`src/hdl/t1_loop_consts.vh`:
```
// Constants for the T1 loopback test control block.
// Assumes inclusion by bare name from the design files.
`ifndef T1_LOOP_CONSTS_VH
`define T1_LOOP_CONSTS_VH

// Clock and times
`define CLK_HZ          50000000
`define CODE_SEND_S     10
`define ELAPSED_UNIT_S  1

// Register byte offsets
`define OFF_CMD         8'h00
`define OFF_STATUS      8'h04
`define OFF_PAT_SEL     8'h08
`define OFF_USER_PAT    8'h0C
`define OFF_ELAPSED     8'h10
`define OFF_ERR_CNT     8'h14
`define OFF_IRQ_STAT    8'h18
`define OFF_IRQ_EN      8'h1C
`define OFF_IRQ_CLR     8'h20

// Command bits
`define CMD_LINE        0
`define CMD_FRAMED      1
`define CMD_TSR         2
`define CMD_STOP_LOOP   3
`define CMD_CODE_UP     4
`define CMD_CODE_DOWN   5
`define CMD_PAT_SEND    6
`define CMD_PAT_STOP    7
`define CMD_MON_START   8
`define CMD_MON_STOP    9
`define CMD_INJECT      10
`define CMD_CLR_ERR     11

// Interrupt bits
`define IRQ_W           3
`define IRQ_REFUSED     0
`define IRQ_CODE_DONE   1
`define IRQ_BIT_ERR     2

// Pattern codes
`define PAT_QRSS        4'h0
`define PAT_ZEROS       4'h1
`define PAT_ONES        4'h2
`define PAT_1IN8        4'h3
`define PAT_3IN24       4'h4
`define PAT_P63         4'h5
`define PAT_P511        4'h6
`define PAT_P2047       4'h7
`define PAT_P15         4'h8
`define PAT_P20         4'h9
`define PAT_USER        4'hA
`define PAT_CODE_UP     4'hB
`define PAT_CODE_DOWN   4'hC

// Fixed pattern words, sent most significant bit first
`define SEED_1IN8       24'h00_0001
`define SEED_3IN24      24'h44_0004
`define SEED_CODE_UP    24'h00_0001
`define SEED_CODE_DOWN  24'h00_0001
`define SEED_ONES       24'h00_0001
`define PER_1IN8        5'h08
`define PER_3IN24       5'h18
`define PER_USER        5'h10
`define PER_CODE_UP     5'h05
`define PER_CODE_DOWN   5'h03
`define PER_ONE         5'h01
`define HIST_FILL       5'h18

// Shift register taps, as bit index of the history
`define TAP_P6A         5'h05
`define TAP_P6B         5'h04
`define TAP_P9A         5'h08
`define TAP_P9B         5'h04
`define TAP_P11A        5'h0A
`define TAP_P11B        5'h08
`define TAP_P15A        5'h0E
`define TAP_P15B        5'h0D
`define TAP_P20A        5'h13
`define TAP_P20B        5'h02
`define TAP_QRSSA       5'h13
`define TAP_QRSSB       5'h10
`define LFSR_SEED       20'hF_FFFF

// Responses
`define RESP_OKAY       2'b00
`define RESP_SLVERR     2'b10

`endif

```
`src/hdl/pattern_checker.v`:
```
// Bit pattern monitor: predicts each bit from received history.
// Assumes step pulses once per received payload bit.
`timescale 1ns/1ps
`default_nettype none
`include "t1_loop_consts.vh"
module pattern_checker (
    // Clock and reset
    input  wire        aclk,
    input  wire        aresetn,
    // Control
    input  wire        restart,
    input  wire        step,
    input  wire        bit_in,
    input  wire        clear_err,
    // Pattern shape
    input  wire        is_prbs,
    input  wire [4:0]  tap_a,
    input  wire [4:0]  tap_b,
    input  wire [4:0]  period,
    // Results
    output reg  [15:0] err_count,
    output reg         err_pulse,
    output wire        synced
);
    reg  [23:0] hist_reg;
    reg  [4:0]  fill_reg;
    wire        expect_bit;
    wire        err;

    assign expect_bit = is_prbs ? (hist_reg[tap_a] ^ hist_reg[tap_b])
                                : hist_reg[period - 5'h01];
    assign synced     = (fill_reg == `HIST_FILL);
    assign err        = step && synced && (bit_in != expect_bit);

    always @(posedge aclk) begin
        if (!aresetn) begin
            hist_reg  <= 24'h00_0000;
            fill_reg  <= 5'h00;
            err_count <= 16'h0000;
            err_pulse <= 1'b0;
        end else begin
            err_pulse <= err;
            if (restart) begin
                fill_reg <= 5'h00;
            end else if (step) begin
                hist_reg <= {hist_reg[22:0], bit_in};
                if (!synced) begin
                    fill_reg <= fill_reg + 5'h01;
                end
            end
            if (clear_err || restart) begin
                err_count <= {15'h0000, err};
            end else if (err && err_count != 16'hFFFF) begin
                err_count <= err_count + 16'h0001;
            end
        end
    end
endmodule // pattern_checker
`default_nettype wire

```
`src/hdl/pattern_source.v`:
```
// Bit pattern generator: shift register or repeating word.
// Assumes step pulses once per payload bit; params stable while sending.
`timescale 1ns/1ps
`default_nettype none
`include "t1_loop_consts.vh"
module pattern_source (
    // Clock and reset
    input  wire        aclk,
    input  wire        aresetn,
    // Control
    input  wire        load,
    input  wire        step,
    input  wire        inject,
    // Pattern shape
    input  wire        is_prbs,
    input  wire [4:0]  tap_a,
    input  wire [4:0]  tap_b,
    input  wire [4:0]  period,
    input  wire [23:0] seed,
    // Output bit
    output reg         bit_out
);
    reg  [19:0] lfsr_reg;
    reg  [4:0]  idx_reg;
    reg         inj_reg;
    wire        nb;
    wire [4:0]  pos;

    assign nb  = lfsr_reg[tap_a] ^ lfsr_reg[tap_b];
    assign pos = period - idx_reg - 5'h01;

    always @(posedge aclk) begin
        if (!aresetn) begin
            lfsr_reg <= `LFSR_SEED;
            idx_reg  <= 5'h00;
            inj_reg  <= 1'b0;
            bit_out  <= 1'b0;
        end else if (load) begin
            lfsr_reg <= `LFSR_SEED;
            idx_reg  <= 5'h00;
            inj_reg  <= 1'b0;
        end else if (step) begin
            if (is_prbs) begin
                lfsr_reg <= {lfsr_reg[18:0], nb};
                bit_out  <= nb ^ inj_reg;
            end else begin
                bit_out  <= seed[pos] ^ inj_reg;
            end
            idx_reg <= (idx_reg == period - 5'h01) ? 5'h00 : idx_reg + 5'h01;
            inj_reg <= inject;
        end else if (inject) begin
            inj_reg <= 1'b1;
        end
    end
endmodule // pattern_source
`default_nettype wire

```
`src/hdl/t1_loopback_test_control.v`:
```
// T1 interface test control: loop selection, conflict checks, codes, patterns.
// Assumes one bit strobe per T1 bit and framer signals aligned to it.
//
// The register addresses and the AXI4-Lite register port are this design's own decisions.
`timescale 1ns/1ps
`default_nettype none
`include "t1_loop_consts.vh"
module t1_loopback_test_control #(
    parameter [31:0] SEC_CYCLES  = `CLK_HZ * `ELAPSED_UNIT_S,
    parameter [31:0] CODE_CYCLES = `CLK_HZ * `CODE_SEND_S
) (
    // Clock and reset
    input  wire        aclk,
    input  wire        aresetn,
    // AXI4-Lite write
    input  wire [7:0]  awaddr,
    input  wire        awvalid,
    output reg         awready,
    input  wire [31:0] wdata,
    input  wire [3:0]  wstrb,
    input  wire        wvalid,
    output reg         wready,
    output reg  [1:0]  bresp,
    output reg         bvalid,
    input  wire        bready,
    // AXI4-Lite read
    input  wire [7:0]  araddr,
    input  wire        arvalid,
    output reg         arready,
    output reg  [31:0] rdata,
    output reg  [1:0]  rresp,
    output reg         rvalid,
    input  wire        rready,
    // Interrupt
    output reg         irq,
    // Line side
    input  wire        bit_strobe,
    input  wire        line_rx_bit,
    output reg         line_tx_bit,
    // Framer side
    input  wire        framer_tx_bit,
    input  wire        reframed_bit,
    input  wire        payload_slot,
    output reg         rx_to_framer_bit,
    output reg         framed_loop_en,
    output reg         net_msg_ignore,
    // Tests elsewhere on assigned ports and interfaces
    input  wire        port_pattern_send,
    input  wire        port_v54_ft1_send,
    input  wire        port_data_loop,
    input  wire        linked_if_loop
);
    reg  [7:0]  aw_addr_reg;
    reg  [31:0] w_data_reg;
    reg  [3:0]  w_strb_reg;
    reg         line_reg, framed_reg, tsr_reg, code_reg, code_down_reg;
    reg         pat_send_reg, mon_reg, refused_reg;
    reg  [3:0]  pat_sel_reg;
    reg  [15:0] user_pat_reg;
    reg  [31:0] elapsed_reg, sec_cnt_reg, code_cnt_reg;
    reg  [`IRQ_W-1:0] irq_stat_reg, irq_en_reg;
    reg  [31:0] wmask, cmd, rd_next;
    reg  [3:0]  eff_sel;
    reg         is_prbs;
    reg  [4:0]  tap_a, tap_b, period;
    reg  [23:0] seed;
    reg         refuse_ev, code_done_ev, start_ev, gen_load, mon_load;
    reg         rd_ok;
    wire        wr_go, port_busy, loop_any, gen_bit, gen_step, mon_step;
    wire        err_pulse, mon_synced, tx_raw, slot_over;
    wire [15:0] err_count;

    assign wr_go     = !awready && !wready && !bvalid;
    assign port_busy = port_pattern_send || port_v54_ft1_send || port_data_loop;
    assign loop_any  = line_reg || framed_reg || tsr_reg;
    assign slot_over = (pat_send_reg || code_reg) && payload_slot;
    assign gen_step  = bit_strobe && slot_over;
    assign mon_step  = bit_strobe && mon_reg && payload_slot;

    // Pattern shape select; code sending takes the generator
    always @* begin
        eff_sel = code_reg ? (code_down_reg ? `PAT_CODE_DOWN : `PAT_CODE_UP)
                           : pat_sel_reg;
        is_prbs = 1'b1;
        tap_a   = `TAP_QRSSA;
        tap_b   = `TAP_QRSSB;
        period  = `PER_ONE;
        seed    = 24'h00_0000;
        case (eff_sel)
            `PAT_ZEROS:     is_prbs = 1'b0;
            `PAT_ONES:      begin is_prbs = 1'b0; seed = `SEED_ONES; end
            `PAT_1IN8:      begin is_prbs = 1'b0; period = `PER_1IN8; seed = `SEED_1IN8; end
            `PAT_3IN24:     begin is_prbs = 1'b0; period = `PER_3IN24; seed = `SEED_3IN24; end
            `PAT_P63:       begin tap_a = `TAP_P6A; tap_b = `TAP_P6B; end
            `PAT_P511:      begin tap_a = `TAP_P9A; tap_b = `TAP_P9B; end
            `PAT_P2047:     begin tap_a = `TAP_P11A; tap_b = `TAP_P11B; end
            `PAT_P15:       begin tap_a = `TAP_P15A; tap_b = `TAP_P15B; end
            `PAT_P20:       begin tap_a = `TAP_P20A; tap_b = `TAP_P20B; end
            `PAT_USER:      begin
                is_prbs = 1'b0;
                period  = `PER_USER;
                seed    = {8'h00, user_pat_reg};
            end
            `PAT_CODE_UP:   begin is_prbs = 1'b0; period = `PER_CODE_UP; seed = `SEED_CODE_UP; end
            `PAT_CODE_DOWN: begin
                is_prbs = 1'b0;
                period  = `PER_CODE_DOWN;
                seed    = `SEED_CODE_DOWN;
            end
            default:        is_prbs = 1'b1;
        endcase
    end

    // Command decode with conflict checks, one loop, code or pattern start per write, plus monitor start
    always @* begin
        wmask = {{8{w_strb_reg[3]}}, {8{w_strb_reg[2]}},
                 {8{w_strb_reg[1]}}, {8{w_strb_reg[0]}}};
        cmd = (wr_go && aw_addr_reg == `OFF_CMD) ? (w_data_reg & wmask) : 32'h0000_0000;
        refuse_ev = 1'b0;
        start_ev  = 1'b0;
        gen_load  = 1'b0;
        mon_load  = cmd[`CMD_MON_START] && !mon_reg;
        if (cmd[`CMD_LINE] && !line_reg) begin
            refuse_ev = framed_reg || pat_send_reg || code_reg || port_busy;
            start_ev  = !refuse_ev;
        end else if (cmd[`CMD_FRAMED] && !framed_reg) begin
            refuse_ev = line_reg || tsr_reg || pat_send_reg || code_reg
                        || port_busy;
            start_ev  = !refuse_ev;
        end else if (cmd[`CMD_TSR] && !tsr_reg) begin
            refuse_ev = linked_if_loop || framed_reg || pat_send_reg || code_reg
                        || port_busy;
            start_ev  = !refuse_ev;
        end else if ((cmd[`CMD_CODE_UP] || cmd[`CMD_CODE_DOWN]) && !code_reg) begin
            refuse_ev = loop_any || pat_send_reg || port_busy;
            start_ev  = !refuse_ev;
            gen_load  = !refuse_ev;
        end else if ((cmd[`CMD_CODE_UP] || cmd[`CMD_CODE_DOWN]) && code_reg) begin
            refuse_ev = 1'b1;
        end else if (cmd[`CMD_PAT_SEND] && !pat_send_reg) begin
            refuse_ev = loop_any || code_reg || port_busy;
            start_ev  = !refuse_ev;
            gen_load  = !refuse_ev;
        end
        start_ev = start_ev || mon_load;
        code_done_ev = code_reg && (code_cnt_reg == CODE_CYCLES - 32'h0000_0001);
    end

    // Test state
    always @(posedge aclk) begin
        if (!aresetn) begin
            line_reg      <= 1'b0;
            framed_reg    <= 1'b0;
            tsr_reg       <= 1'b0;
            code_reg      <= 1'b0;
            code_down_reg <= 1'b0;
            pat_send_reg  <= 1'b0;
            mon_reg       <= 1'b0;
            refused_reg   <= 1'b0;
            code_cnt_reg  <= 32'h0000_0000;
            sec_cnt_reg   <= 32'h0000_0000;
            elapsed_reg   <= 32'h0000_0000;
        end else begin
            if (cmd[`CMD_STOP_LOOP]) begin
                line_reg   <= 1'b0;
                framed_reg <= 1'b0;
                tsr_reg    <= 1'b0;
            end else if (start_ev && !refuse_ev) begin
                line_reg   <= line_reg   || cmd[`CMD_LINE];
                framed_reg <= framed_reg || (cmd[`CMD_FRAMED] && !cmd[`CMD_LINE]);
                tsr_reg    <= tsr_reg    || (cmd[`CMD_TSR] && !cmd[`CMD_FRAMED]
                                             && !(cmd[`CMD_LINE] && !line_reg));
            end
            if (refuse_ev || start_ev) begin
                refused_reg <= refuse_ev;
            end
            if (gen_load && (cmd[`CMD_CODE_UP] || cmd[`CMD_CODE_DOWN])) begin
                code_reg      <= 1'b1;
                code_down_reg <= cmd[`CMD_CODE_DOWN] && !cmd[`CMD_CODE_UP];
                code_cnt_reg  <= 32'h0000_0000;
            end else if (code_done_ev) begin
                code_reg      <= 1'b0;
            end else if (code_reg) begin
                code_cnt_reg  <= code_cnt_reg + 32'h0000_0001;
            end
            if (gen_load && !code_reg && !cmd[`CMD_CODE_UP] && !cmd[`CMD_CODE_DOWN]) begin
                pat_send_reg <= 1'b1;
            end else if (cmd[`CMD_PAT_STOP]) begin
                pat_send_reg <= 1'b0;
            end
            if (mon_load) begin
                mon_reg <= 1'b1;
            end else if (cmd[`CMD_MON_STOP]) begin
                mon_reg <= 1'b0;
            end
            if (start_ev) begin
                sec_cnt_reg <= 32'h0000_0000;
                elapsed_reg <= 32'h0000_0000;
            end else if (loop_any || pat_send_reg || mon_reg || code_reg) begin
                if (sec_cnt_reg == SEC_CYCLES - 32'h0000_0001) begin
                    sec_cnt_reg <= 32'h0000_0000;
                    elapsed_reg <= elapsed_reg + 32'h0000_0001;
                end else begin
                    sec_cnt_reg <= sec_cnt_reg + 32'h0000_0001;
                end
            end
        end
    end

    // Datapath selection
    assign tx_raw = framed_reg ? reframed_bit : framer_tx_bit;
    always @(posedge aclk) begin
        if (!aresetn) begin
            line_tx_bit      <= 1'b0;
            rx_to_framer_bit <= 1'b0;
            framed_loop_en   <= 1'b0;
            net_msg_ignore   <= 1'b0;
        end else begin
            framed_loop_en <= framed_reg;
            net_msg_ignore <= tsr_reg;
            if (line_reg) begin
                line_tx_bit <= line_rx_bit;
            end else if (slot_over) begin
                line_tx_bit <= gen_bit;
            end else begin
                line_tx_bit <= tx_raw;
            end
            rx_to_framer_bit <= tsr_reg ? line_tx_bit : line_rx_bit;
        end
    end

    pattern_source u_source (
        .aclk    (aclk),
        .aresetn (aresetn),
        .load    (gen_load),
        .step    (gen_step),
        .inject  (cmd[`CMD_INJECT] && pat_send_reg),
        .is_prbs (is_prbs),
        .tap_a   (tap_a),
        .tap_b   (tap_b),
        .period  (period),
        .seed    (seed),
        .bit_out (gen_bit)
    );

    pattern_checker u_checker (
        .aclk      (aclk),
        .aresetn   (aresetn),
        .restart   (mon_load),
        .step      (mon_step),
        .bit_in    (rx_to_framer_bit),
        .clear_err (cmd[`CMD_CLR_ERR]),
        .is_prbs   (is_prbs),
        .tap_a     (tap_a),
        .tap_b     (tap_b),
        .period    (period),
        .err_count (err_count),
        .err_pulse (err_pulse),
        .synced    (mon_synced)
    );

    // Read mux
    always @* begin
        rd_ok = 1'b1;
        case (araddr)
            `OFF_CMD:      rd_next = 32'h0000_0000;
            `OFF_STATUS:   rd_next = {23'h00_0000, refused_reg, mon_synced, mon_reg,
                                      pat_send_reg, code_down_reg, code_reg,
                                      tsr_reg, framed_reg, line_reg};
            `OFF_PAT_SEL:  rd_next = {28'h000_0000, pat_sel_reg};
            `OFF_USER_PAT: rd_next = {16'h0000, user_pat_reg};
            `OFF_ELAPSED:  rd_next = elapsed_reg;
            `OFF_ERR_CNT:  rd_next = {16'h0000, err_count};
            `OFF_IRQ_STAT: rd_next = {29'h0000_0000, irq_stat_reg};
            `OFF_IRQ_EN:   rd_next = {29'h0000_0000, irq_en_reg};
            `OFF_IRQ_CLR:  rd_next = 32'h0000_0000;
            default:       begin rd_next = 32'h0000_0000; rd_ok = 1'b0; end
        endcase
    end

    // AXI4-Lite slave and writable registers
    always @(posedge aclk) begin
        if (!aresetn) begin
            awready      <= 1'b1;
            wready       <= 1'b1;
            bvalid       <= 1'b0;
            bresp        <= `RESP_OKAY;
            arready      <= 1'b1;
            rvalid       <= 1'b0;
            rresp        <= `RESP_OKAY;
            rdata        <= 32'h0000_0000;
            aw_addr_reg  <= 8'h00;
            w_data_reg   <= 32'h0000_0000;
            w_strb_reg   <= 4'h0;
            pat_sel_reg  <= `PAT_QRSS;
            user_pat_reg <= 16'h0000;
            irq_en_reg   <= {`IRQ_W{1'b0}};
            irq_stat_reg <= {`IRQ_W{1'b0}};
            irq          <= 1'b0;
        end else begin
            if (awvalid && awready) begin
                aw_addr_reg <= awaddr;
                awready     <= 1'b0;
            end
            if (wvalid && wready) begin
                w_data_reg <= wdata;
                w_strb_reg <= wstrb;
                wready     <= 1'b0;
            end
            if (wr_go) begin
                bvalid <= 1'b1;
                bresp  <= (aw_addr_reg > `OFF_IRQ_CLR || aw_addr_reg[1:0] != 2'b00)
                          ? `RESP_SLVERR : `RESP_OKAY;
                case (aw_addr_reg)
                    `OFF_PAT_SEL:  if (!pat_send_reg && !mon_reg)
                                       pat_sel_reg <= (w_data_reg[3:0] & wmask[3:0]) |
                                                      (pat_sel_reg & ~wmask[3:0]);
                    `OFF_USER_PAT: user_pat_reg <= (w_data_reg[15:0] & wmask[15:0]) |
                                                   (user_pat_reg & ~wmask[15:0]);
                    `OFF_IRQ_EN:   irq_en_reg <= (w_data_reg[`IRQ_W-1:0] & wmask[`IRQ_W-1:0]) |
                                                 (irq_en_reg & ~wmask[`IRQ_W-1:0]);
                    default:       ;
                endcase
            end
            if (bvalid && bready) begin
                bvalid  <= 1'b0;
                awready <= 1'b1;
                wready  <= 1'b1;
            end
            if (arvalid && arready) begin
                arready <= 1'b0;
                rvalid  <= 1'b1;
                rdata   <= rd_next;
                rresp   <= rd_ok ? `RESP_OKAY : `RESP_SLVERR;
            end
            if (rvalid && rready) begin
                rvalid  <= 1'b0;
                arready <= 1'b1;
            end
            irq_stat_reg <= (irq_stat_reg & ~((wr_go && aw_addr_reg == `OFF_IRQ_CLR)
                            ? (w_data_reg[`IRQ_W-1:0] & wmask[`IRQ_W-1:0])
                            : {`IRQ_W{1'b0}}))
                            | {err_pulse, code_done_ev, refuse_ev};
            irq <= |(irq_stat_reg & irq_en_reg);
        end
    end
endmodule // t1_loopback_test_control
`default_nettype wire

```
`config.mk`:
```
export PLATFORM = sky130hd
export DESIGN_NAME = t1_loopback_test_control
export DESIGN_NICKNAME = d
export VERILOG_FILES = /design/src/hdl/pattern_checker.v /design/src/hdl/pattern_source.v /design/src/hdl/t1_loopback_test_control.v
export VERILOG_INCLUDE_DIRS = /design/src /design/src/hdl
export SDC_FILE = /design/constraint.sdc
export NUM_CORES = 1
export LEC_CHECK = 0
export ABC_CLOCK_PERIOD_IN_PS = 7900
export BUFFER_PORTS_ARGS = -buffer_cell sky130_fd_sc_hd__buf_2
export CAP_MARGIN = 20
export CORE_UTILIZATION = 60
export CTS_CLUSTER_DIAMETER = 60
export DETAILED_ROUTE_END_ITERATION = 10
export GPL_TIMING_DRIVEN = 0
export MAX_ROUTING_LAYER = met4
export PLACE_DENSITY = 0.8
export SYNTH_ARGS = -nofsm -noshare
export SYNTH_HDL_FRONTEND = slang
export SYNTH_SLANG_ARGS = --single-unit
```
`constraint.sdc`:
```
create_clock -name aclk -period 7.9 [get_ports aclk]
set_clock_uncertainty 0.05 [all_clocks]
set_input_delay 0.395 -clock aclk [delete_from_list [all_inputs] [get_ports aclk]]
set_output_delay 0.395 -clock aclk [all_outputs]
set_load 0.05 [all_outputs]
```
# Yosys cells after proc, flatten, opt, wreduce, memory -nomap -nowiden
# Cells that the tools add are included.
[op_classes]
add_sub_neg = 9
magnitude_cmp = 5
eq_ne = 30
mux = 57
bitwise_logic = 27
n_reduce_logical = 115
[op_table]
columns = ["op", "count"]
rows = [
  ["one-hot mux 32 bit (7 select lines)", 1],
  ["adder 32 x 1 -> 32 bit (second input constant)", 3],
  ["one-hot mux 23 bit (3 select lines)", 1],
  ["equality test 8 x 5 -> 1 bit (second input constant)", 5],
  ["one-hot mux 5 bit (4 select lines)", 2],
  ["2-to-1 mux 1 bit", 38],
  ["logical AND 1 bit", 35],
  ["AND 16 bit", 2],
  ["equality test 32 x 26 -> 1 bit (second input constant)", 1],
  ["equality test 32 x 29 -> 1 bit (second input constant)", 1],
  ["equality test 8 x 4 -> 1 bit (second input constant)", 4],
  ["2-to-1 mux 32 bit", 1],
  ["binary-select mux 1 bit (select 5 bit)", 6],
  ["logical OR 1 bit", 30],
  ["one-hot mux 5 bit (5 select lines)", 1],
  ["< comparator 5 x 6 -> 1 bit (second input constant)", 4],
  ["equality test 4 bit (second input constant)", 5],
  ["zero test 1 bit", 20],
  ["OR reduction 2 bit", 9],
  ["adder 16 x 1 -> 16 bit (second input constant)", 1],
  ["equality test 4 x 3 -> 1 bit (second input constant)", 4],
  ["equality test 8 x 6 -> 1 bit (second input constant)", 2],
  ["zero test 8 bit", 2],
  ["!= test 16 bit (second input constant)", 1],
  ["33 further kinds", 64],
]
[totals]
reg_bits = 275
output_inout_bits = 46
elab_cells = 283

# Logic depth before layout (Yosys ltp)
# Gate-level depths: netlist of run 1.
[logic_depth]
word_depth = 16
ltp_mapped = 15
mapped_depth_nobuf = 14

# Modules after synthesis
# Synthesis of run 1 repeated with hierarchy kept, for this count alone.
[hier_totals]
cells_unflattened = 1712
area_unflattened_um2 = 14327.5
[by_module_without_submodules]
columns = ["mod", "instances", "cells_per_inst", "area_each_um2", "seq_area_each_um2"]
rows = [
  ["t1_loopback_test_control", 1, 1125, 9307.7, 4003.8],
  ["pattern_checker", 1, 376, 3145.5, 920.9],
  ["pattern_source", 1, 211, 1874.3, 540.5],
]

# Worst setup path before layout of run 1
# No wires, ideal clock.
[synth_path]
path_kind = "reg-to-reg"
startpoint = "register code_reg"
endpoint = "register u_checker.err_count[7]"
setup_ps = 118
arrival_time_ps = 3654
setup_slack_ps = 4078
stages_incl_launch_ff = 15
path_buffers = 4
synth_period_minus_slack_ps = 3822
path_cell_list = "dfxtp_1 > buf_2 > buf_2 > buf_1 > nand2_1 > o21a_1 > ha_1 > clkbuf_1 > mux4_2 > nand3_1 > nand3_1 > a31o_4 > a2111oi_1 > or3b_1 > a21oi_1"
[synth_between]
elab_chain_len = 11
word_cells_on_any_way = 30
classes_between = "1 x add/sub; 13 x eq/ne; 11 x mux; 1 x bitwise; 4 x reduce/logical"
[synth_rtl]
columns = ["item", "line_no", "source"]
rows = [
  ["start: declaration", "t1_loopback_test_control.v:56", "reg line_reg, framed_reg, tsr_reg, code_reg, code_down_reg;"],
  ["start signal: assignment", "t1_loopback_test_control.v:155", "code_reg <= 1'b0;"],
  ["start signal: assignment", "t1_loopback_test_control.v:178", "code_reg <= 1'b1;"],
  ["start signal: assignment", "t1_loopback_test_control.v:182", "code_reg <= 1'b0;"],
  ["2-to-1 mux 4 bit (*)", "t1_loopback_test_control.v:82", "eff_sel = code_reg ? (code_down_reg ? `PAT_CODE_DOWN : `PAT_CODE_UP)"],
  ["branches (longest 6 deep; another with subtractor 5 x 1 -> 5 bit)", "n/a", ""],
  ["2-to-1 mux 1 bit (*)", "pattern_checker.v:30", "assign expect_bit = is_prbs ? (hist_reg[tap_a] ^ hist_reg[tap_b])"],
  ["!= test 1 bit (*)", "pattern_checker.v:33", "assign err = step && synced && (bit_in != expect_bit);"],
  ["logical AND 1 bit (*)", "pattern_checker.v:33", ""],
  ["logical AND 1 bit (*)", "pattern_checker.v:53", "end else if (err && err_count != 16'hFFFF) begin"],
  ["end signal: assignment", "pattern_checker.v:52", "err_count <= {15'h0000, err};"],
  ["end signal: assignment", "pattern_checker.v:54", "err_count <= err_count + 16'h0001;"],
  ["end: declaration", "pattern_checker.v:21", "output reg [15:0] err_count,"],
]
# Every way passes the cells marked *. The select of a mux whose other input is x is not followed.
# A chain may end at the register's enable or synchronous reset.

# Worst setup path after layout of run 1
# Ends and elaborated chain as after synthesis.

==> results_dict.tcl, run 1 <==
set metrics [dict create \
    drt_wl_total_um 36400 \
    synth_edf_count 0 \
    cts_root_buf "clkbuf_16" \
    cts_buffers 29 \
    hold_viol 0 \
    drtIter0Drc 1001 \
    ys_seq_area_frac 0.398 \
    core_um2 22200 \
    tns_ns 0 \
    drive_above_1_share 0.0974 \
    period_needed_ns 4.89 \
    post_cts_buffers 0 \
    power_density_nw_per_um2 181 \
    run_status "complete, no violations" \
    synth_top_flop_cell "dfxtp_1" \
    clkSinkCount 273 \
    period_share 0.619 \
    grt_max_degree 16 \
    grt_pass1_vias 11648 \
    cap_violations 0 \
    avgRoutedWirePerCell_um 17.6 \
    leakage_uw 0.00568 \
    ant_nets 0 \
    pin_count 114 \
    routed-via-count 12357 \
    tightest_slew_ns 0.791 \
    setup_viol 0 \
    die_area_um2 23500 \
    grt_pass1_wl_um 58500 \
    cts_tree "yes" \
    cp_max_fo 10 \
    dr.pass1.iters 6 \
    ir_drop_mv 0.134 \
    required_ns 8.29 \
    yosys_warnings 0 \
    drc 0 \
    endpoint_kind "register" \
    holdWs_ns 0.0281 \
    hpwl_um 27100 \
    clkTransAtPathRegs_ns 0.06 \
    synthArstFlopShare 0 \
    start_util 0.620 \
    startpoint_type "register" \
    clock_tree.buffer_depth 3 \
    clkLatencyLatePin_ns 0.57 \
    fmax_ghz 0.205 \
    grt.total_usage 0.316 \
    syn_avg_cell_area_um2 8.37 \
    maxSlewHeadroom 0.471 \
    antenna_found_initial 0 \
    die_y_um 153 \
    viasPerCell 5.98 \
    syn2layout_area_growth_pct 12.4 \
    grt-ovfl-total 0 \
    slew_violations 0 \
    synth_cells 1642 \
    synth_area_um2 13700 \
    portBuffers 90 \
    rows 54 \
    worstPathArrival_ns 5.28 \
    final_nets 1847 \
    fp.dieW_um 153 \
    gp_congestion 0.940 \
    h-tree-depth 1 \
    min_path_type "primary input to register" \
    grt_setup_unrepaired "no" \
    critical_path_class "register to register" \
    ys_seq_elements 273 \
    synth_cell_type_count 96 \
]
==> report_power, final <==
group / total [uW] / switching, uW / internal (uW) / leakage (uW)
Combinational: 120 / 81.3 / 38.3 / 0.00304
Clock: 1270 / 550 / 717 / 0.000428
Sequential: 1400 / 12.9 / 1390 / 0.00220
==> synth_stat cells (9+ instances only) <==
master / count / area (um2)
and4_1: 12 / 105
nor3_1: 27 / 135
nand2_1: 247 / 927
buf_1: 9 / 33.8
a21oi_1: 53 / 265
xnor2_1: 36 / 315
and3_1: 29 / 181
xor2_1: 64 / 561
inv_1: 32 / 120
a21boi_0: 57 / 428
nand3_1: 88 / 440
dfxtp_1: 273 / 5470
and2_1: 31 / 194
a221oi_1: 11 / 96.3
o21ai_0: 49 / 245
clkbuf_1: 68 / 255
nand4_1: 32 / 200
or3_1: 21 / 131
ha_1: 11 / 138
nor2_1: 159 / 597
mux2i_1: 55 / 551
a22oi_1: 31 / 233
nor2b_1: 58 / 363
nand2b_1: 18 / 113
==> timing repair <==
| action | in CTS | in global routing |
|---|---|---|
| hold buffers | 2 | 0 |
| setup endpoints to repair | 0 | 0 |
| resized for setup | 0 | 0 |
| endpoints found under the hold margin | 2 | 0 |
==> layer usage <==
layer  vias to the layer above  GRT usage  wire (um)
met2                       490      0.496      16300
met4                         0      0.124       1280
met1                      5758      0.411      16000
met3                       107     0.0454       2910
met5                         -          -          0
li1                       6002          -          -
==> cell usage in the layout, fill, tap and decap left out, types with 31 or more instances in the layout <==
cell type and instances:
clkbuf_1 80, a21oi_1 53, nand2_1 247, dfxtp_1 273, xor2_1 64, xnor2_1 36, a21boi_0 57, nor2_1 159
and2_1 31, buf_2 95, o21ai_0 49, nor2b_1 58, a22oi_1 31, nand4_1 32, nand3_1 88, mux2i_1 55
inv_1 32
==> final cells by class <==
class	count	area (um2)
sequential	273	5470
multi-input combinational	1253	7810
antenna	2	5.00
fill	1781	6720
buffer	85	347
clock buffer	45	826
clock inverter	5	46.3
inverter	32	120
tap	280	350
timing repair buffer	93	475
==> cells by family after synthesis <==
logic type,Yosys count,synth area share
muxes,67,0.0576
xor gates and xnor gates,101,0.0658
buffers and inverters,117,0.0340
and+or+nand+nor,787,0.288
other,1,0.000273
AOI/OAI and AO/OA,282,0.143
DFF,273,0.398
adders and majority gates,14,0.0129
==> final timing paths <==
kind | start | endpoint | slack (ns) | depth (start not counted)
worst max-delay path | code_reg | u_checker.err_count[7] | 3.01 | 14
worst max register to register | code_reg | u_checker.err_count[7] | 3.01 | 14
worst min register to register | u_source.lfsr_reg[19] | u_source.lfsr_reg[19] | 0.42 | 2
worst min-delay path | wdata[12] | w_data_reg[12] | 0.03 | 3
==> per-stage QoR <==
stage | area [um2] | worst slack (ns) | power [uW] | util | std cells
4_1_cts | 15400 | 3.15 | 2800 | 0.697 | 2066
6_report | 15400 | 3.01 | 2790 | 0.697 | 2068
3_3_place_gp | 14500 | 3.23 | 1540 | 0.656 | 2013
5_1_grt | 15400 | 2.88 | 2870 | 0.697 | 2066
2_1_floorplan | 13700 | 4.08 | 1500 | - | 1643
3_5_place_dp | 14500 | 3.16 | 1550 | 0.656 | 2014
==> critical path: stages, from the launching register on <==
cell	delay, ns
dfxtp_1	0.35
buf_2	0.29
buf_2	0.28
buf_1	0.59
nand2_1	0.11
o21a_1	0.20
ha_1	0.41
clkbuf_1	0.53
mux4_2	0.62
nand3_1	0.10
nand3_1	0.16
a31o_4	0.32
a2111oi_1	0.50
or3b_1	0.19
a21oi_1	0.05
No activity file was read; power rests on OpenSTA's default activity.
==> run 2, diff against run 1 <==
--- a/config.mk
+++ b/config.mk
@@ -6,7 +6,7 @@
 export SDC_FILE = /design/constraint.sdc
 export NUM_CORES = 1
 export LEC_CHECK = 0
-export ABC_CLOCK_PERIOD_IN_PS = 7900
+export ABC_CLOCK_PERIOD_IN_PS = 5000
 export BUFFER_PORTS_ARGS = -buffer_cell sky130_fd_sc_hd__buf_2
 export CAP_MARGIN = 20
 export CORE_UTILIZATION = 60
==> constraint.sdc (replaced) <==
create_clock -name aclk -period 5 [get_ports aclk]
set_clock_uncertainty 0.05 [all_clocks]
set_input_delay 0.25 -clock aclk [delete_from_list [all_inputs] [get_ports aclk]]
set_output_delay 0.25 -clock aclk [all_outputs]
set_load 0.05 [all_outputs]
==> results_dict.tcl, run 2 (same netlist as run 1, synthesis figures left out) <==
set metrics [dict create \
    final_nets 1878 \
    r2r-end "u_checker.err_count[7]" \
    hpwl_um 27100 \
    sw_frac_of_total 0.230 \
    cp_slowest_cell "mux4_2" \
    clkSinkCount 273 \
    seqPwrFrac 0.501 \
    finalWorstSetupSlack_ns 0.226 \
    grt_setup_unrepaired "no" \
    cp.depth 13 \
    cts_tree "yes" \
    grt-ovfl-total 0 \
    tns_ns 0 \
    gp_congestion 0.940 \
    routed-via-count 12444 \
    drt_wl_total_um 36900 \
    fillers 1733 \
    clkTransAtPathRegs_ns 0.06 \
    final_cells 2097 \
    critical_path_class "register to register" \
    layout_common_cells "273 x dfxtp_1, 247 x nand2_1, 159 x nor2_1" \
    clock_tree.buffer_depth 3 \
    pin_count 114 \
    die_y_um 153 \
    pwr-share-comb 0.047 \
    avgRoutedWirePerCell_um 17.6 \
    die_area_um2 23500 \
    finish.utilization 0.711 \
    start_util 0.620 \
    fp.dieW_um 153 \
    cts_buffers 29 \
    power_density_nw_per_um2 281 \
    internal_power_uw 3400 \
    crit_buf_inv 3 \
    cp-endpoint "u_checker.err_count[7]" \
    p_clk_frac 0.452 \
    run_status "complete, no violations" \
    r2r_setup_slack_ns 0.23 \
    seqCellArea_um2 5470 \
    portBuffers 90 \
    syn2layout_area_growth_pct 14.7 \
    clkLatencyLatePin_ns 0.57 \
    diodes 0 \
    cap_violations 0 \
    fmax_ghz 0.209 \
    grt_pass1_vias 11834 \
    h-tree-depth 1 \
    slew_violations 0 \
    dr.pass1.iters 6 \
    drc 0 \
    totalPowerFinal_uw 4420 \
    drtIter0Drc 1006 \
    tightest_slew_ns 0.814 \
    antenna_found_initial 0 \
    cp_cell_sequence "clkbuf_1 > clkbuf_1 > nand3_1 > o21a_1 > ha_1 > clkbuf_1 > mux4_2 > nand3_1 > nand3_1 > a31o_4 > a2111oi_1 > or3b_1 > a21oi_1" \
    viasPerCell 5.93 \
    ir_drop_mv 0.212 \
    cp_max_fo 10 \
    min_path_type "primary input to register" \
    reg2regPathDepth 13 \
    rows 54 \
    multi_input_area_um2 7810 \
    required_ns 5.39 \
    period_needed_ns 4.77 \
    hold_viol 0 \
    period_share 0.955 \
    maxSlewHeadroom 0.456 \
    leakage_uw 0.00581 \
    startpoint_type "register" \
    cp_top_family "buffers and inverters" \
    p_switching_uw 1020 \
    layout.cells.most_common "dfxtp_1" \
    cts_root_buf "clkbuf_16" \
    grt_pass1_wl_um 59200 \
    cpPeakStageDelay_ns 0.62 \
    worstPathArrival_ns 5.17 \
    dpl_worst_slack_ns 0.261 \
    post_cts_buffers 0 \
    grt.total_usage 0.320 \
    drive_above_1_share 0.0963 \
    endpoint_kind "register" \
    ant_nets 0 \
    core_um2 22200 \
    grt_max_degree 16 \
    setup_viol 0 \
    place_inst 2014 \
]
-- run 2: metal layers --
| metal | part of all wire | wire [um] | track usage |
|---|---|---|---|
| met5 | 0 | 0 | - |
| met1 | 0.43 | 15900 | 0.408 |
| met4 | 0.037 | 1370 | 0.129 |
| met3 | 0.082 | 3030 | 0.0499 |
| met2 | 0.45 | 16600 | 0.507 |
-- run 2: through the flow --
stage          hold WS [ns]  cell area [um2]
4_1_cts              0.0209            15700
2_1_floorplan         0.300            13700
3_3_place_gp          0.395            14500
3_5_place_dp          0.403            14500
5_1_grt              0.0654            15700
6_report             0.0298            15700
-- run 2: worst min path at each step --
stage | slack (ns) | to | startpoint | depth (start not counted)
floorplan | 0.30 | wready | wvalid | 1
global placement | 0.39 | u_source.lfsr_reg[19] | u_source.lfsr_reg[19] | 2
detailed placement | 0.40 | u_source.lfsr_reg[19] | u_source.lfsr_reg[19] | 2
CTS | 0.02 | awready | awvalid | 2
global route | 0.07 | awready | awvalid | 2
finish | 0.03 | awready | awvalid | 2
-- run 2: area by class of cell --
class                   count  area share
flip-flops and latches    273       0.347
plain buffers              85      0.0221
multi-input cells        1253       0.496
clock inverters             5     0.00294
inverters                  32     0.00763
well taps                 280      0.0222
repair buffers            124      0.0499
clock buffers              45      0.0524
-- run 2: what timing repair did --
item                                   in CTS  in global routing
gates resized for setup                     0                  1
hold buffers                               33                  0
endpoints found under the hold margin      34                  0
setup endpoints to repair                   0                  2
-- run 2: power groups by stage --
stage	combinational (uW)	clock (uW)	sequential (uW)
after CTS	204	2020	2210
final	209	2000	2210
after global placement	181	0	2260
after floorplan	101	0	2270
after detailed placement	184	0	2260
after global routing	225	2120	2210
==> run 3, diff against run 2 <==
--- a/config.mk
+++ b/config.mk
@@ -17,4 +17,5 @@
 export PLACE_DENSITY = 0.8
 export SYNTH_ARGS = -nofsm -noshare
 export SYNTH_HDL_FRONTEND = slang
+export SYNTH_HIERARCHICAL = 1
 export SYNTH_SLANG_ARGS = --single-unit
==> results_dict.tcl, run 3 <==
set metrics [dict create \
    ant_nets 0 \
    yosysMostFrequentCell "nand2_1" \
    portBuffers 91 \
    leakage_uw 0.00627 \
    layout.cells.most_common "nand2_1" \
    synth_cells 1712 \
    dr.pass1.iters 7 \
    syn_avg_cell_area_um2 8.37 \
    power_density_nw_per_um2 288 \
    fmax_ghz 0.209 \
    viasPerCell 6.03 \
    seqCellArea_um2 5470 \
    synth_commonest_cells "275 x nand2_1, 273 x dfxtp_1, 179 x nor2_1" \
    die_area_um2 24500 \
    synthArstFlopShare 0 \
    cts_root_buf "clkbuf_16" \
    endpoint_kind "register" \
    avgRoutedWirePerCell_um 17.6 \
    cts_tree "yes" \
    hold_depth 3 \
    period_share 0.957 \
    drc 0 \
    clkSinkCount 273 \
    synth_top_area_share 0.381 \
    synth_cell_type_count 96 \
    period_needed_ns 4.79 \
    gp_congestion 0.917 \
    ys_seq_area_frac 0.381 \
    min_to "u_source/bit_out" \
    grt.total_usage 0.333 \
    drt_wl_total_um 39200 \
    grt_pass1_vias 12685 \
    synth_area_um2 14300 \
    tns_ns 0 \
    run_status "complete, no violations" \
    synth.area.top_cells "dfxtp_1 38%, nand2_1 7.2%, nor2_1 4.7%" \
    cts_buffers 31 \
    worstPathArrival_ns 5.21 \
    syn2layout_area_growth_pct 16.4 \
    layout_common_cells "275 x nand2_1, 273 x dfxtp_1, 179 x nor2_1" \
    clock_tree.buffer_depth 3 \
    h-tree-depth 1 \
    reg2regPathDepth 16 \
    multi_input_area_um2 8320 \
    synth_top_flop_cell "dfxtp_1" \
    grt_setup_unrepaired "no" \
    clkLatencyLatePin_ns 0.56 \
    slew_violations 0 \
    fillers 1838 \
    cts_resized 0 \
    drtIter0Drc 1367 \
    cap_violations 0 \
    ys_seq_elements 273 \
    min_path_type "primary input to register" \
    required_ns 5.42 \
    yosys_warnings 6 \
    synth_area_leader_cell "dfxtp_1" \
    die_y_um 157 \
    core_um2 23500 \
    totalPowerFinal_uw 4800 \
    r2r_setup_slack_ns 0.21 \
    r2r-end "u_checker/err_count[8]" \
    hold_viol 0 \
    setup_viol 0 \
    antenna_found_initial 1 \
    start_util 0.610 \
    grt_max_degree 15 \
    final_nets 1964 \
    fp.dieW_um 157 \
    cp_max_fo 10 \
    critical_path_class "register to register" \
    post_cts_buffers 0 \
    clkTransAtPathRegs_ns 0.07 \
    pin_count 114 \
    min_from "aresetn" \
    startpoint_type "register" \
    hpwl_um 27700 \
    tightest_slew_ns 1.15 \
    synth_edf_count 0 \
    maxSlewHeadroom 0.226 \
    grt_pass1_wl_um 63900 \
    routed-via-count 13417 \
    drive_above_1_share 0.135 \
    grt-ovfl-total 0 \
    ir_drop_mv 0.305 \
    rows 56 \
]
run 3: cell types whose count changed after synthesis, moves of 14 or more:
cell      change
a21boi_0     -54
a21oi_1      +49
a22oi_1      -24
mux4_2       +14
nand2_1      +28
nor2_1       +20
nor2b_1      -43
nor3_1       +27
o21ai_0      -14
xnor2_1      +26
xor2_1       -18
run 3: where the power goes:
part / total, uW / switching [uW] / internal, uW
Combinational: 220 / 144 / 76.4
Sequential: 2210 / 19.5 / 2190
Clock: 2370 / 972 / 1400
run 3: worst max-delay path, stage by stage, from the launching register on:
cell and delay [ns]:
dfxtp_1 0.31, clkbuf_1 0.35, nand2b_1 0.27, mux2_2 0.32
o32ai_1 0.14, nand2_1 0.18, buf_4 0.21, inv_1 0.18
ha_1 0.34, xor2_4 0.39, mux4_1 0.67, nand2_1 0.12
a21oi_2 0.08, o32ai_2 0.34, nor2_2 0.16, o31a_1 0.35
o31ai_1 0.23
run 3: cell type report:
| class | count | share of cell area |
|---|---|---|
| diodes | 1 | 0.000150 |
| plain buffers | 88 | 0.0242 |
| clock buffers | 35 | 0.0492 |
| clock inverters | 22 | 0.0153 |
| inverters | 46 | 0.0104 |
| multi-input cells | 1312 | 0.499 |
| flip-flops and latches | 273 | 0.328 |
| well taps | 319 | 0.0239 |
| repair buffers | 130 | 0.0501 |
run 3: per-stage QoR:
stage / setup slack, ns / utilization / hold slack (ns) / instance area, um2 / instances
after floorplan: 0.999 / - / 0.300 / 14400 / 1719
after global placement: 0.140 / 0.648 / 0.383 / 15200 / 2129
after detailed placement: 0.101 / 0.650 / 0.389 / 15200 / 2133
after CTS: 0.0446 / 0.710 / 0.0204 / 16700 / 2224
after global routing: 0.000273 / 0.710 / 0.0309 / 16700 / 2226
final: 0.214 / 0.710 / 0.0365 / 16700 / 2226
run 3: worst max path at each step:
stage                                    to  slack, ns  cells after the start
global placement     u_checker/err_count[7]       0.14                     11
CTS                 u_checker/err_count[13]       0.04                     13
detailed placement  u_checker/err_count[13]       0.10                     13
floorplan            u_checker/err_count[7]        1.0                     13
global route         u_checker/err_count[8]     0.0003                     16
finish               u_checker/err_count[8]       0.21                     16
run 3: routing by layer:
metal | up-vias | GRT usage | wire, um
li1 | 6375 | - | -
met1 | 6353 | 0.414 | 16300
met2 | 568 | 0.533 | 18200
met3 | 121 | 0.0510 | 3020
met4 | 0 | 0.150 | 1680
met5 | - | - | 0
run 3: cells by family after synthesis:
group / after synthesis / share of synthesized area
other cells: 1 / 0.000262
compound gates: 240 / 0.113
fa+ha+maj: 14 / 0.0128
buf+inv: 134 / 0.0402
simple gates: 837 / 0.288
flops: 273 / 0.381
mux: 103 / 0.0956
xor+xnor: 110 / 0.0695
run 3: what timing repair did:
action	4_1_cts	5_1_grt
hold endpoints to repair	33	0
setup endpoints to repair	0	2
hold buffers	34	0
